<file path="src/hdl/atcu_params.svh">
// Register map, field positions, reset values and timing counts of the asynchronous timer
`ifndef ATCU_PARAMS_SVH
`define ATCU_PARAMS_SVH

// ****************************************************************
// Register byte offsets
// ****************************************************************
`define ATCU_OFF_COUNT    8'h00
`define ATCU_OFF_COMPARE  8'h04
`define ATCU_OFF_CONTROL  8'h08
`define ATCU_OFF_STATUS   8'h0C
`define ATCU_OFF_FLAGS    8'h10

// ****************************************************************
// Field positions
// ****************************************************************
`define ATCU_ST_ASYNC_BIT 3
`define ATCU_FL_MATCH_BIT 0
`define ATCU_XF_CTL       0
`define ATCU_XF_CMP       1
`define ATCU_XF_CNT       2

// ****************************************************************
// Reset values and timing
// ****************************************************************
`define ATCU_RST_BYTE     8'h00
`define ATCU_IRQ_SYNC_CYC 3
`define ATCU_PRE_W        10
`define ATCU_RESP_OKAY    2'h0
`define ATCU_RESP_SLVERR  2'h2

`endif

</file>
<file path="src/hdl/atcu_pkg.sv">
// Types and helper functions of the asynchronous timer
package atcu_pkg;

  // ****************************************************************
  // Control register layout
  // ****************************************************************
  typedef struct packed {
    logic [1:0] spare_hi;
    logic [1:0] out_mode;
    logic       spare_lo;
    logic [2:0] clock_prescale_select;
  } atcu_ctl_t;

  typedef enum logic [1:0] {
    ATCU_OUT_OFF,
    ATCU_OUT_TOGGLE,
    ATCU_OUT_CLEAR,
    ATCU_OUT_SET
  } atcu_out_mode_t;

  // Status register layout
  typedef struct packed {
    logic [3:0] spare;
    logic       async_clock_select;
    logic       count_update_busy;
    logic       compare_update_busy;
    logic       control_update_busy;
  } atcu_status_t;

  // Prescaler divide taps: a tick when the low log2(N) bits are all ones
  function automatic logic atcu_div_hit(input logic [2:0] sel, input logic [9:0] cnt);
    logic hit;
    hit = 1'b0;
    unique case (sel)
      3'h0: hit = 1'b0;
      3'h1: hit = 1'b1;
      3'h2: hit = &cnt[2:0];
      3'h3: hit = &cnt[4:0];
      3'h4: hit = &cnt[5:0];
      3'h5: hit = &cnt[6:0];
      3'h6: hit = &cnt[7:0];
      3'h7: hit = &cnt[9:0];
    endcase
    return hit;
  endfunction

  // Word address match, low two bits ignored
  function automatic logic atcu_sel(input logic [7:0] addr, input logic [7:0] off);
    return addr[7:2] == off[7:2];
  endfunction

endpackage

</file>
<file path="src/hdl/atcu_sync.sv">
// Two-stage synchroniser whose stages advance on an enable
`timescale 1ns/1ps
module atcu_sync
  import atcu_pkg::*;
#(
  parameter int W = 1
) (
  // Clock and reset
  input  wire logic         aclk,
  input  wire logic         aresetn,
  input  wire logic         ce,
  // Stage advance and data
  input  wire logic         adv,
  input  wire logic [W-1:0] d,
  output logic      [W-1:0] q
);

  logic [W-1:0] stage1_r;
  logic [W-1:0] stage2_r;

  generate
    if (W < 1) begin : g_chk
      $error("atcu_sync: W must be at least 1");
    end
  endgenerate

  // First stage is read by the second stage only
  always_ff @(posedge aclk) begin
    if (!aresetn) begin
      stage1_r <= '0;
      stage2_r <= '0;
    end else if (ce && adv) begin
      stage1_r <= d;
      stage2_r <= stage1_r;
    end
  end

  assign q = stage2_r;

endmodule

</file>
<file path="src/hdl/atcu_prescale.sv">
// Prescaler that turns the timer source clock into the selected timer tick
`timescale 1ns/1ps
`include "atcu_params.svh"
module atcu_prescale
  import atcu_pkg::*;
#(
  parameter int PRE_W = `ATCU_PRE_W
) (
  // Clock and reset
  input  wire logic       aclk,
  input  wire logic       aresetn,
  input  wire logic       ce,
  // Source clock enable and selection
  input  wire logic       src_en,
  input  wire logic [2:0] clock_prescale_select,
  // Selected tick
  output logic            tick
);

  logic [PRE_W-1:0] pre_cnt_r;
  logic [PRE_W-1:0] pre_cnt_nxt;
  logic             hit;

  generate
    if (PRE_W < 10) begin : g_chk
      $error("atcu_prescale: PRE_W must reach the divide-by-1024 tap");
    end
  endgenerate

  assign pre_cnt_nxt = pre_cnt_r + {{(PRE_W-1){1'b0}}, 1'b1};
  // divider tap choice
  assign hit         = atcu_div_hit(clock_prescale_select, pre_cnt_r[9:0]);
  assign tick        = src_en & hit;

  // Free-running so that a change of selection needs no restart
  always_ff @(posedge aclk) begin
    if (!aresetn) begin
      pre_cnt_r <= '0;
    end else if (ce && src_en) begin
      pre_cnt_r <= pre_cnt_nxt;
    end
  end

endmodule

</file>
<file path="src/hdl/atcu_timer.sv">
// Top of the 8-bit timer with asynchronous clocking and register update handshake
// Summary of operation
// Select field picks stop, direct, or divided
// Counter register readable and writable by software
// Counter write blocks match on next tick
// Compare register continuously compared with counter
// Async select bit chooses I/O or crystal
// Software rewrites registers after clock switch
// Counter write sets busy until loaded
// Compare write sets busy until loaded
// Control write sets busy until loaded
// Software never writes while busy is set
// Counter reads live; compare and control read temporaries
// Writes land after two crystal edges
// Each register owns its temporary register
// Compare disabled while counter/compare transfer pending
// Software waits one crystal cycle before sleep
// Crystal runs except power-down and standby
// Wake-up starts on next timer tick
// Counter read register follows crystal edges
// Async flag sync: three cycles plus tick
// Compare pin changes on timer clock
// Software follows safe clock switching order
// Software writes, waits busy, then reads counter
// Match flag set; cleared by ack or one
// Transfers synchronised both ways by two flops
`timescale 1ns/1ps
`include "atcu_params.svh"
module atcu_timer
  import atcu_pkg::*;
#(
  parameter int CNT_W = 8,
  parameter int PRE_W = `ATCU_PRE_W
) (
  // Clock, reset and clock enable
  input  wire logic        aclk,
  input  wire logic        aresetn,
  input  wire logic        ce,
  // AXI4-Lite write address and data
  input  wire logic        awvalid,
  output logic             awready,
  input  wire logic [7:0]  awaddr,
  input  wire logic        wvalid,
  output logic             wready,
  input  wire logic [31:0] wdata,
  input  wire logic [3:0]  wstrb,
  // AXI4-Lite write response
  output logic             bvalid,
  input  wire logic        bready,
  output logic [1:0]       bresp,
  // AXI4-Lite read
  input  wire logic        arvalid,
  output logic             arready,
  input  wire logic [7:0]  araddr,
  output logic             rvalid,
  input  wire logic        rready,
  output logic [31:0]      rdata,
  output logic [1:0]       rresp,
  // Crystal oscillator pin, power state and interrupt acknowledge
  input  wire logic        crystal_osc_in,
  input  wire logic        sleep_active,
  input  wire logic        deep_sleep,
  input  wire logic        irq_ack,
  // Timer outputs
  output logic             compare_output_pin,
  output logic             compare_match_flag,
  output logic             wake_req,
  output logic             osc_enable
);

  generate
    if (CNT_W != 8) begin : g_chk
      $error("atcu_timer: register map serves an 8-bit counter only");
    end
  endgenerate

  // ****************************************************************
  // Bus slave
  // ****************************************************************
  logic             awready_r;
  logic             wready_r;
  logic             bvalid_r;
  logic [1:0]       bresp_r;
  logic             arready_r;
  logic             rvalid_r;
  logic [31:0]      rdata_r;
  logic [1:0]       rresp_r;
  logic             aw_got_r;
  logic             w_got_r;
  logic [7:0]       aw_addr_r;
  logic [7:0]       w_byte_r;
  logic             w_lane0_r;
  logic             aw_hs;
  logic             w_hs;
  logic             ar_hs;
  logic             commit;
  logic             aw_got_nxt;
  logic             w_got_nxt;
  logic             bvalid_nxt;
  logic             rvalid_nxt;
  logic             wr_en;
  logic             wr_cnt;
  logic             wr_cmp;
  logic             wr_ctl;
  logic             wr_st;
  logic             wr_fl;
  logic             wr_hit;
  logic             rd_hit;
  logic [7:0]       rd_byte;

  assign aw_hs      = awvalid & awready_r;
  assign w_hs       = wvalid & wready_r;
  assign ar_hs      = arvalid & arready_r;
  assign commit     = aw_got_r & w_got_r & ~bvalid_r;
  assign aw_got_nxt = (aw_got_r | aw_hs) & ~commit;
  assign w_got_nxt  = (w_got_r | w_hs) & ~commit;
  assign bvalid_nxt = commit | (bvalid_r & ~bready);
  assign rvalid_nxt = ar_hs | (rvalid_r & ~rready);

  // Data sit in byte lane 0; other lanes are ignored
  assign wr_en  = commit & w_lane0_r;
  assign wr_cnt = wr_en & atcu_sel(aw_addr_r, `ATCU_OFF_COUNT);
  assign wr_cmp = wr_en & atcu_sel(aw_addr_r, `ATCU_OFF_COMPARE);
  assign wr_ctl = wr_en & atcu_sel(aw_addr_r, `ATCU_OFF_CONTROL);
  assign wr_st  = wr_en & atcu_sel(aw_addr_r, `ATCU_OFF_STATUS);
  assign wr_fl  = wr_en & atcu_sel(aw_addr_r, `ATCU_OFF_FLAGS);
  assign wr_hit = atcu_sel(aw_addr_r, `ATCU_OFF_COUNT) | atcu_sel(aw_addr_r, `ATCU_OFF_COMPARE)
                | atcu_sel(aw_addr_r, `ATCU_OFF_CONTROL) | atcu_sel(aw_addr_r, `ATCU_OFF_STATUS)
                | atcu_sel(aw_addr_r, `ATCU_OFF_FLAGS);

  always_ff @(posedge aclk) begin
    if (!aresetn) begin
      awready_r <= 1'b0;
      wready_r  <= 1'b0;
      bvalid_r  <= 1'b0;
      bresp_r   <= `ATCU_RESP_OKAY;
      aw_got_r  <= 1'b0;
      w_got_r   <= 1'b0;
      aw_addr_r <= `ATCU_RST_BYTE;
      w_byte_r  <= `ATCU_RST_BYTE;
      w_lane0_r <= 1'b0;
    end else if (ce) begin
      awready_r <= ~aw_got_nxt & ~bvalid_nxt;
      wready_r  <= ~w_got_nxt & ~bvalid_nxt;
      bvalid_r  <= bvalid_nxt;
      aw_got_r  <= aw_got_nxt;
      w_got_r   <= w_got_nxt;
      if (aw_hs) begin
        aw_addr_r <= awaddr;
      end
      if (w_hs) begin
        w_byte_r  <= wdata[7:0];
        w_lane0_r <= wstrb[0];
      end
      if (commit) begin
        bresp_r <= wr_hit ? `ATCU_RESP_OKAY : `ATCU_RESP_SLVERR;
      end
    end
  end

  always_ff @(posedge aclk) begin
    if (!aresetn) begin
      arready_r <= 1'b0;
      rvalid_r  <= 1'b0;
      rdata_r   <= 32'h0000_0000;
      rresp_r   <= `ATCU_RESP_OKAY;
    end else if (ce) begin
      arready_r <= ~rvalid_nxt;
      rvalid_r  <= rvalid_nxt;
      if (ar_hs) begin
        rdata_r <= {24'h00_0000, rd_byte};
        rresp_r <= rd_hit ? `ATCU_RESP_OKAY : `ATCU_RESP_SLVERR;
      end
    end
  end

  // ****************************************************************
  // Source clock and tick
  // ****************************************************************
  logic             osc_prev_r;
  logic             osc_rise;
  logic             async_sel_r;
  logic             src_en;
  logic             tick;
  atcu_ctl_t        ctl_r;

  // Pin is taken as synchronous; one flop suffices for the edge
  assign osc_rise = crystal_osc_in & ~osc_prev_r;
  // source clock choice
  assign src_en   = async_sel_r ? osc_rise : 1'b1;

  atcu_prescale #(
    .PRE_W (PRE_W)
  ) u_prescale (
    .aclk                  (aclk),
    .aresetn               (aresetn),
    .ce                    (ce),
    .src_en                (src_en),
    .clock_prescale_select (ctl_r.clock_prescale_select),
    .tick                  (tick)
  );

  always_ff @(posedge aclk) begin
    if (!aresetn) begin
      osc_prev_r  <= 1'b0;
      async_sel_r <= 1'b0;
    end else if (ce) begin
      osc_prev_r <= crystal_osc_in;
      // async select write
      if (wr_st) begin
        async_sel_r <= w_byte_r[`ATCU_ST_ASYNC_BIT];
      end
    end
  end

  // ****************************************************************
  // Temporary registers and update handshake
  // ****************************************************************
  logic [7:0]       tmp_cnt_r;
  logic [7:0]       tmp_cmp_r;
  logic [7:0]       tmp_ctl_r;
  logic [2:0]       wr_vec;
  logic [2:0]       req_tgl_r;
  logic [2:0]       req_osc;
  logic [2:0]       ack_tgl_r;
  logic [2:0]       ack_back;
  logic [2:0]       xfer_load;
  logic [2:0]       busy;

  assign wr_vec    = {wr_cnt, wr_cmp, wr_ctl};
  // load once request crossed two crystal edges
  assign xfer_load = req_osc ^ ack_tgl_r;
  // busy from write until load acknowledged
  // same handshake on the compare slot
  // same handshake on the control slot
  assign busy      = req_tgl_r ^ ack_back;

  // request crossing on crystal edges
  atcu_sync #(
    .W (3)
  ) u_req_sync (
    .aclk    (aclk),
    .aresetn (aresetn),
    .ce      (ce),
    .adv     (osc_rise),
    .d       (req_tgl_r),
    .q       (req_osc)
  );

  // acknowledge back to the bus clock
  atcu_sync #(
    .W (3)
  ) u_ack_sync (
    .aclk    (aclk),
    .aresetn (aresetn),
    .ce      (ce),
    .adv     (1'b1),
    .d       (ack_tgl_r),
    .q       (ack_back)
  );

  // one temporary and one toggle per register
  always_ff @(posedge aclk) begin
    if (!aresetn) begin
      tmp_cnt_r <= `ATCU_RST_BYTE;
      tmp_cmp_r <= `ATCU_RST_BYTE;
      tmp_ctl_r <= `ATCU_RST_BYTE;
      req_tgl_r <= 3'h0;
      ack_tgl_r <= 3'h0;
    end else if (ce) begin
      if (wr_cnt) begin
        tmp_cnt_r <= w_byte_r;
      end
      if (wr_cmp) begin
        tmp_cmp_r <= w_byte_r;
      end
      if (wr_ctl) begin
        tmp_ctl_r <= w_byte_r;
      end
      if (async_sel_r) begin
        req_tgl_r <= req_tgl_r ^ wr_vec;
      end
      ack_tgl_r <= req_osc;
    end
  end

  // ****************************************************************
  // Counter, compare and control
  // ****************************************************************
  logic [7:0]       cnt_r;
  logic [7:0]       cmp_r;
  logic [7:0]       cnt_rd_r;
  logic             ld_cnt;
  logic             ld_cmp;
  logic             ld_ctl;
  logic [7:0]       cnt_src;
  logic [7:0]       cmp_src;
  logic [7:0]       ctl_src;
  logic [7:0]       cnt_inc;

  assign ld_cnt  = async_sel_r ? xfer_load[`ATCU_XF_CNT] : wr_cnt;
  assign ld_cmp  = async_sel_r ? xfer_load[`ATCU_XF_CMP] : wr_cmp;
  assign ld_ctl  = async_sel_r ? xfer_load[`ATCU_XF_CTL] : wr_ctl;
  assign cnt_src = async_sel_r ? tmp_cnt_r : w_byte_r;
  assign cmp_src = async_sel_r ? tmp_cmp_r : w_byte_r;
  assign ctl_src = async_sel_r ? tmp_ctl_r : w_byte_r;
  assign cnt_inc = cnt_r + 8'h01;

  always_ff @(posedge aclk) begin
    if (!aresetn) begin
      cnt_r    <= `ATCU_RST_BYTE;
      cmp_r    <= `ATCU_RST_BYTE;
      ctl_r    <= atcu_ctl_t'(`ATCU_RST_BYTE);
      cnt_rd_r <= `ATCU_RST_BYTE;
    end else if (ce) begin
      // software load beats counting
      if (ld_cnt) begin
        cnt_r <= cnt_src;
      end else if (tick) begin
        cnt_r <= cnt_inc;
      end
      if (ld_cmp) begin
        cmp_r <= cmp_src;
      end
      if (ld_ctl) begin
        ctl_r <= atcu_ctl_t'(ctl_src);
      end
      // read copy follows crystal edges
      if (!async_sel_r || osc_rise) begin
        cnt_rd_r <= cnt_r;
      end
    end
  end

  // ****************************************************************
  // Compare match, flag and output pin
  // ****************************************************************
  logic             block_r;
  logic             cmp_hold;
  logic             match_evt;
  logic [`ATCU_IRQ_SYNC_CYC-1:0] flag_pipe_r;
  logic             flag_set;
  logic             flag_r;
  logic             flag_clr;
  logic             pin_r;
  atcu_out_mode_t   out_mode;

  // compare off during counter or compare transfer
  assign cmp_hold  = async_sel_r & (busy[`ATCU_XF_CNT] | busy[`ATCU_XF_CMP]);
  // equality checked on each tick
  assign match_evt = tick & (cnt_r == cmp_r) & ~block_r & ~cmp_hold;
  // async flag delayed three bus cycles after tick
  assign flag_set  = async_sel_r ? flag_pipe_r[`ATCU_IRQ_SYNC_CYC-1] : match_evt;
  assign flag_clr  = irq_ack | (wr_fl & w_byte_r[`ATCU_FL_MATCH_BIT]);
  assign out_mode  = atcu_out_mode_t'(ctl_r.out_mode);

  always_ff @(posedge aclk) begin
    if (!aresetn) begin
      block_r     <= 1'b0;
      flag_pipe_r <= '0;
      flag_r      <= 1'b0;
      pin_r       <= 1'b0;
    end else if (ce) begin
      // counter load blocks the match on the following tick
      if (ld_cnt) begin
        block_r <= 1'b1;
      end else if (tick) begin
        block_r <= 1'b0;
      end
      flag_pipe_r <= async_sel_r ? {flag_pipe_r[`ATCU_IRQ_SYNC_CYC-2:0], match_evt} : '0;
      // set wins over clear
      if (flag_set) begin
        flag_r <= 1'b1;
      end else if (flag_clr) begin
        flag_r <= 1'b0;
      end
      // pin acts on the raw timer event
      if (match_evt) begin
        unique case (out_mode)
          ATCU_OUT_OFF:    pin_r <= pin_r;
          ATCU_OUT_TOGGLE: pin_r <= ~pin_r;
          ATCU_OUT_CLEAR:  pin_r <= 1'b0;
          ATCU_OUT_SET:    pin_r <= 1'b1;
        endcase
      end
    end
  end

  // ****************************************************************
  // Sleep and wake-up
  // ****************************************************************
  logic             wake_pend_r;
  logic             wake_r;
  logic             osc_en_r;

  always_ff @(posedge aclk) begin
    if (!aresetn) begin
      wake_pend_r <= 1'b0;
      wake_r      <= 1'b0;
      osc_en_r    <= 1'b0;
    end else if (ce) begin
      // wake request waits for next tick
      if (!sleep_active) begin
        wake_pend_r <= 1'b0;
        wake_r      <= 1'b0;
      end else begin
        if (flag_set) begin
          wake_pend_r <= 1'b1;
        end
        if (wake_pend_r && tick) begin
          wake_r <= 1'b1;
        end
      end
      // crystal kept alive while async select is set, outside deep sleep
      osc_en_r <= async_sel_r & ~deep_sleep;
    end
  end

  // ****************************************************************
  // Read mux
  // ****************************************************************
  atcu_status_t     st;

  assign st.spare               = 4'h0;
  assign st.async_clock_select  = async_sel_r;
  assign st.count_update_busy   = busy[`ATCU_XF_CNT];
  assign st.compare_update_busy = busy[`ATCU_XF_CMP];
  assign st.control_update_busy = busy[`ATCU_XF_CTL];

  // live count, temporaries for compare and control
  assign rd_byte = atcu_sel(araddr, `ATCU_OFF_COUNT)   ? cnt_rd_r :
                   atcu_sel(araddr, `ATCU_OFF_COMPARE) ? tmp_cmp_r :
                   atcu_sel(araddr, `ATCU_OFF_CONTROL) ? tmp_ctl_r :
                   atcu_sel(araddr, `ATCU_OFF_STATUS)  ? st :
                   atcu_sel(araddr, `ATCU_OFF_FLAGS)   ? {7'h00, flag_r} : 8'h00;
  assign rd_hit  = atcu_sel(araddr, `ATCU_OFF_COUNT) | atcu_sel(araddr, `ATCU_OFF_COMPARE)
                 | atcu_sel(araddr, `ATCU_OFF_CONTROL) | atcu_sel(araddr, `ATCU_OFF_STATUS)
                 | atcu_sel(araddr, `ATCU_OFF_FLAGS);

  assign awready            = awready_r;
  assign wready             = wready_r;
  assign bvalid             = bvalid_r;
  assign bresp              = bresp_r;
  assign arready            = arready_r;
  assign rvalid             = rvalid_r;
  assign rdata              = rdata_r;
  assign rresp              = rresp_r;
  assign compare_output_pin = pin_r;
  assign compare_match_flag = flag_r;
  assign wake_req           = wake_r;
  assign osc_enable         = osc_en_r;

endmodule

</file>
<file path="config.mk">
export PLATFORM = sky130hd
export DESIGN_NAME = atcu_timer
export DESIGN_NICKNAME = d
export VERILOG_FILES = /design/src/hdl/atcu_pkg.sv /design/src/hdl/atcu_sync.sv /design/src/hdl/atcu_prescale.sv /design/src/hdl/atcu_timer.sv
export VERILOG_INCLUDE_DIRS = /design/src /design/src/hdl
export SDC_FILE = /design/constraint.sdc
export NUM_CORES = 1
export LEC_CHECK = 0
export BUFFER_PORTS_ARGS = -buffer_cell sky130_fd_sc_hd__buf_2
export CORE_MARGIN = 8
export CORE_UTILIZATION = 30
export DETAILED_ROUTE_END_ITERATION = 6
export PLACE_DENSITY = 0.54
export SETUP_SLACK_MARGIN = 0.3
export SLEW_MARGIN = 30
export SYNTH_ARGS = -nofsm -noshare
export SYNTH_HDL_FRONTEND = slang
export SYNTH_SLANG_ARGS = --single-unit
export TNS_END_PERCENT = 20
</file>
<file path="constraint.sdc">
create_clock -name aclk -period 3.55 [get_ports aclk]
set_input_delay 0.5325 -clock aclk [delete_from_list [all_inputs] [get_ports aclk]]
set_output_delay 0.5325 -clock aclk [all_outputs]
set_load 0.02 [all_outputs]
</file>
== After elaboration in Yosys (flattened, before gate mapping) ==
Index checks and enable logic that the tools add are counted.
W data, S select, Z words.
Storage, ports and cells
  flip-flop bits (word level): 128
  word-level logic and storage cells: 178
Operators by class
  add/subtract/negate cells: 2
  equality and inequality tests: 21
  multiplexer cells: 28
  bitwise gates (word level): 56
  reductions and logical operators: 34
Operators with widths (count)
  $mux W8: 7
  $reduce_and A2 Y1: 16
  $and A1 B1 Y1: 25
  $eq A6 B2 Y1 const B: 4
  $mux W1: 14
  $not A1 Y1: 14
  $or A1 B1 Y1: 14
  $eq A3 B3 Y1 const B: 4
  $eq A6 B1 Y1 const B: 2
  $eq A6 B3 Y1 const B: 2
  $logic_not A6 Y1: 2
  $add A10 B1 Y10 const B: 1
  $reduce_and A10 Y1: 1
  $xor A3 B3 Y3: 3
  $add A8 B1 Y8 const B: 1
  $eq A8 B8 Y1: 1
  $pmux W1 S8: 1
  $reduce_and A8 Y1: 1
  $reduce_and A7 Y1: 1
  $eq A3 B2 Y1 const B: 2
  $mux W6: 1
  $reduce_and A3 Y1: 2
  $reduce_and A6 Y1: 1
  $reduce_and A5 Y1: 1
  other kinds (14): 20

== Longest topological paths before layout ==
  word-level depth: 10
  mapped depth: 9
  gate-level depth less buffers: 8

== Cells and area by module ==
A second synthesis with hierarchy kept.
Unflattened totals
  cell total of the unflattened synthesis: 673
  area total of the unflattened synthesis: 5859.4 µm²
Modules (own cells, without submodules)
  atcu_timer: instances 1, cells each 560, area each 4850.9 µm², seq. area each 2042.0 µm²
  atcu_prescale: instances 1, cells each 65, area each 545.5 µm², seq. area each 200.2 µm²
  atcu_sync: instances 2, cells each 24, area each 231.5 µm², seq. area each 120.1 µm²

== Worst setup path after synthesis ==
No wires, ideal clock.
  path type: reg-to-reg
  start point: register u_prescale.pre_cnt_r[0]
  end point: register cnt_r[4]
  setup time: 0.074 ns
  arrival: 2.148 ns
  data required time: 3.476 ns
  setup slack: 1.327 ns
  cell stages (with the launch flop): 9
  buffers on the path: 0
  cells stage by stage: dfxtp_1 ha_1 and3_1 ha_1 or2b_2 a31oi_1 a21o_1 mux2_2 a31oi_1
On the way
  cells in the longest elaborated chain, start to end: 5
  elaborated cells between the ends (all ways): 10
  classes of those cells: mux (1); bitwise (1); reduce/logical (8)
RTL lines
  from (decl): RTL line atcu_prescale.sv:20  | logic [PRE_W-1:0] pre_cnt_r;
  from (signal assigned): RTL line atcu_prescale.sv:40  | pre_cnt_r <= pre_cnt_nxt;
  $reduce_and A10 Y1 (tied with other cells): RTL line atcu_pkg.sv:42  | 3'h7: hit = &cnt[9:0];
  $pmux W1 S8 (*): RTL line atcu_pkg.sv:34  | unique case (sel)
  $and A1 B1 Y1 (*): RTL line atcu_prescale.sv:33  | assign tick = src_en & hit;
  $reduce_bool A2 Y1 (no source line) (*)
  $reduce_and A2 Y1 (no source line) (*)
  to (signal assigned): RTL line atcu_timer.sv:311  | cnt_r <= `ATCU_RST_BYTE;
  to (signal assigned): RTL line atcu_timer.sv:318  | cnt_r <= cnt_src;
  to (signal assigned): RTL line atcu_timer.sv:320  | cnt_r <= cnt_inc;
  to (decl): RTL line atcu_timer.sv:290  | logic [7:0] cnt_r;
Mark *: on every way between the ends. The rest lies on a longest branch, timed or not.
A chain may end at the register's enable or synchronous reset.

== Worst setup path in the final report ==
  start point: register u_prescale.pre_cnt_r[0]
  end point: register cnt_r[1]
The elaborated chain is that of the path after synthesis.

==> out/metrics.yaml <==
status:
  outcome: "complete, no violations"
synthesis:
  avgSynthCellArea_um2: 8.608
  synth_edf_count: 0
  netlist_instances: 675
  synth_top_family_by_area: "simple AND/OR/NAND/NOR gates"
  synth_adder_area_share_pct: 0.8613
  synth-async-reset-ratio_pct: 0
  synth_compound_gate_area_share_pct: 15.48
  ys_seq_area_share_pct: 42.72
  synth_area_um2: 5811
  synthXorXnorAreaFrac_pct: 3.725
  synth-simple-area-share_pct: 20.00
  ys_types: 64
  synth_ff_type: "dfxtp_1"
  synthMuxAreaShare_pct: 9.539
  synth-seq-cells: 124
  yosysWarnings: 0
routing:
  wirelength_mm: 14.73
  drc_errors: 0
  wl_per_cell_um: 14.86
  num_vias: 4718
  drt_iter0_drc: 271
  ant_nets: 0
  routed_via_density: 4.761
  first_pass_iters: 4
worst_setup_path:
  start_kind: "flip-flop"
  required_ns: 3.81
  critPathCaptureType: "flip-flop"
  crit_type: "reg -> reg"
  critical_path_peak_fanout: 6
  critPathArrivalTime_ns: 2.85
  r2r-start: "u_prescale.pre_cnt_r[0]"
  startpoint: "u_prescale.pre_cnt_r[0]"
sta:
  layout_setup_ws_ns: 0.9613
  fin_setup_tns_ns: 0
  drv_slew: 0
  skew_ns: 0.01507
  fin_crit_sh_pct: 72.92
  fmax_mhz: 386.3
  post-route-min-period_ns: 2.589
  relSlewSlack_pct: 42.53
  rsz0062_at_grt: "no"
  fin_hold_ws_ns: 0.3427
  setup_viol: 0
  hold_viol_final: 0
  tightest_slew_ns: 0.8574
power_and_ir_drop:
  seq_power_share_pct: 44.0
  pwr-share-clk_pct: 50.8
  leakagePower_uw: 0.002623
  irDropWorstVdd_mv: 0.2972
  swShare_pct: 22.83
  p_switching_uw: 739.5
  intPower_uw: 2499
  power_density_nw_per_um2: 480.7
  combinationalPowerShare_pct: 5.3
die:
  initial_utilization_pct: 30.25
  die_w_um: 155.2
  die_area_um2: 24080
  fp.coreArea_um2: 19210
  dieHeight_um: 155.2
  io_pins: 109
  row_count: 51
final_layout:
  synthToLayoutAreaGrowth_pct: 15.96
  diodes: 0
  drive_gt1_share_pct: 15.29
  fin_nets: 782
  nFillCells: 2005
global_route:
  grt-ovfl-total: 0
  grt_pass1_vias: 4345
  grt_max_degree: 64
  grt_antenna_before_repair: 0
  grt_pass1_wl_mm: 23.74
  track_usage_pct: 12.60
clocking:
  clock_sinks: 124
  hold_buffers: 0
  cts_setup_buffers: 0
  insertion_delay_ns: 0.42
  clk_pin_slew_ns: 0.05
  htree_levels: 4
  cts_max_path_buffers: 2
  cts_tree: "built"
  cts_buffers: 17
  ctsResizeCount: 0
  root_buffer: "clkbuf_16"
place:
  gp_congestion: 0.7549
  numPortBuffers: 51
  pre_cts_ws_ns: 0.9120
  dp_hpwl_mm: 10.47
worst_hold_path:
  hold_path.class: "in -> reg"
  worstHoldStart: "awaddr[2]"
flow_run:
  drv_cap: 0
==> path summary, 6_finish.rpt <==
path | end | slack, ns | cells past startpoint
hold reg to reg | rdata[0] | 0.45 | 2
hold / removal | aw_addr_r[2] | 0.34 | 3
setup / recovery | cnt_r[1] | 0.96 | 8
setup reg to reg | cnt_r[1] | 0.96 | 8
==> sequential cells by signal, indices dropped and copies added (netlist names), 6 cells and up <==
signal / flops
tmp_cmp_r: 8
cnt_rd_r: 8
aw_addr_r: 6
u_prescale.pre_cnt_r: 10
cnt_r: 8
w_byte_r: 8
rdata: 8
tmp_ctl_r: 8
tmp_cnt_r: 8
cmp_r: 8
==> power by group through the flow <==
stage                     sequential [µW]  combinational [µW]  clock (µW)
after floorplan                      1450                 143           0
after global placement               1450                 172           0
after detailed placement             1450                 172           0
after CTS                            1420                 172        1680
after global routing                 1420                 189        1760
final                                1420                 171        1640
==> layer usage <==
layer / vias up / global-route usage (%) / part of all wire [%]
li1: 2379 / - / -
met1: 2198 / 17.59 / 50
met2: 131 / 17.74 / 41
met3: 10 / 3.578 / 8.0
met4: 0 / 5.222 / 0.92
met5: - / 0 / 0
==> metrics by stage <==
step / utilization (%) / cells / cell area (µm²) / total power (µW)
after floorplan: - / 700 / 5904 / 1593
after global placement: 32.13 / 960 / 6171 / 1624
after detailed placement: 32.15 / 960 / 6175 / 1625
after CTS: 35.08 / 991 / 6738 / 3277
after global routing: 35.08 / 991 / 6738 / 3371
final: 35.08 / 991 / 6738 / 3239
==> final cells by class <==
type	instances	area (µm²)	share of cell area, %
clock buffer	23	498.0	7.391
sequential	124	2482	36.84
timing repair buffer	61	330.3	4.903
inverter	12	46.29	0.6871
multi-input combinational	498	2984	44.29
clock inverter	8	65.06	0.9656
tap	265	331.6	4.921
==> critical path, cell delays in order (launching register included) <==
cell	delay (ns)
dfxtp_1	0.34
ha_1	0.24
and3_1	0.19
ha_1	0.17
or2b_2	0.28
a31oi_1	0.48
a21boi_0	0.31
o21ai_0	0.31
a221oi_1	0.13
==> cell usage in the layout (no fill, tap or decap), drive strengths merged, types with 3 or more instances in the layout <==
cell / instances
a311oi: 4
a21oi: 56
or4: 4
and2: 3
nand4: 5
ha: 4
xor2: 7
nor3: 12
nand3: 23
xnor2: 16
or3: 6
nor2: 87
a211oi: 14
a22oi: 11
inv: 11
o31ai: 3
o21ai: 20
dfxtp: 124
mux2i: 52
nand2: 87
buf: 61
conb: 26
nor2b: 10
a31oi: 8
clkbuf: 23
clkinv: 8
==> logic make-up (layout without fill, tap and decap cells) <==
family                   count (synthesis)  after routing
other                                    1             26
XOR/XNOR                                23             23
buffers and inverters                   78            104
AND/OR/NAND/NOR                        254            254
flip-flops                             124            124
adder cells (fa/ha/maj)                  4              4
AO/OA/AOI/OAI                          137            137
multiplexers                            54             54
==> cell usage after synthesis (5+ instances only) <==
library cell	n	share of area, %
nor3_1	10	0.86
inv_1	12	0.78
xor2_1	7	1.1
a21oi_1	56	4.8
nand3_1	23	2.0
clkbuf_1	26	1.7
nand2_1	87	5.6
or3_1	5	0.54
nand4_1	5	0.54
xnor2_1	14	2.1
a211oi_1	14	1.8
nor2b_1	10	1.1
a31oi_1	8	0.86
dfxtp_1	124	43
buf_4	28	3.6
mux2i_1	52	9.0
a22oi_1	9	1.2
nor2_1	87	5.6
o21ai_0	19	1.6
Note: power is estimated with default switching activity, not from simulation.
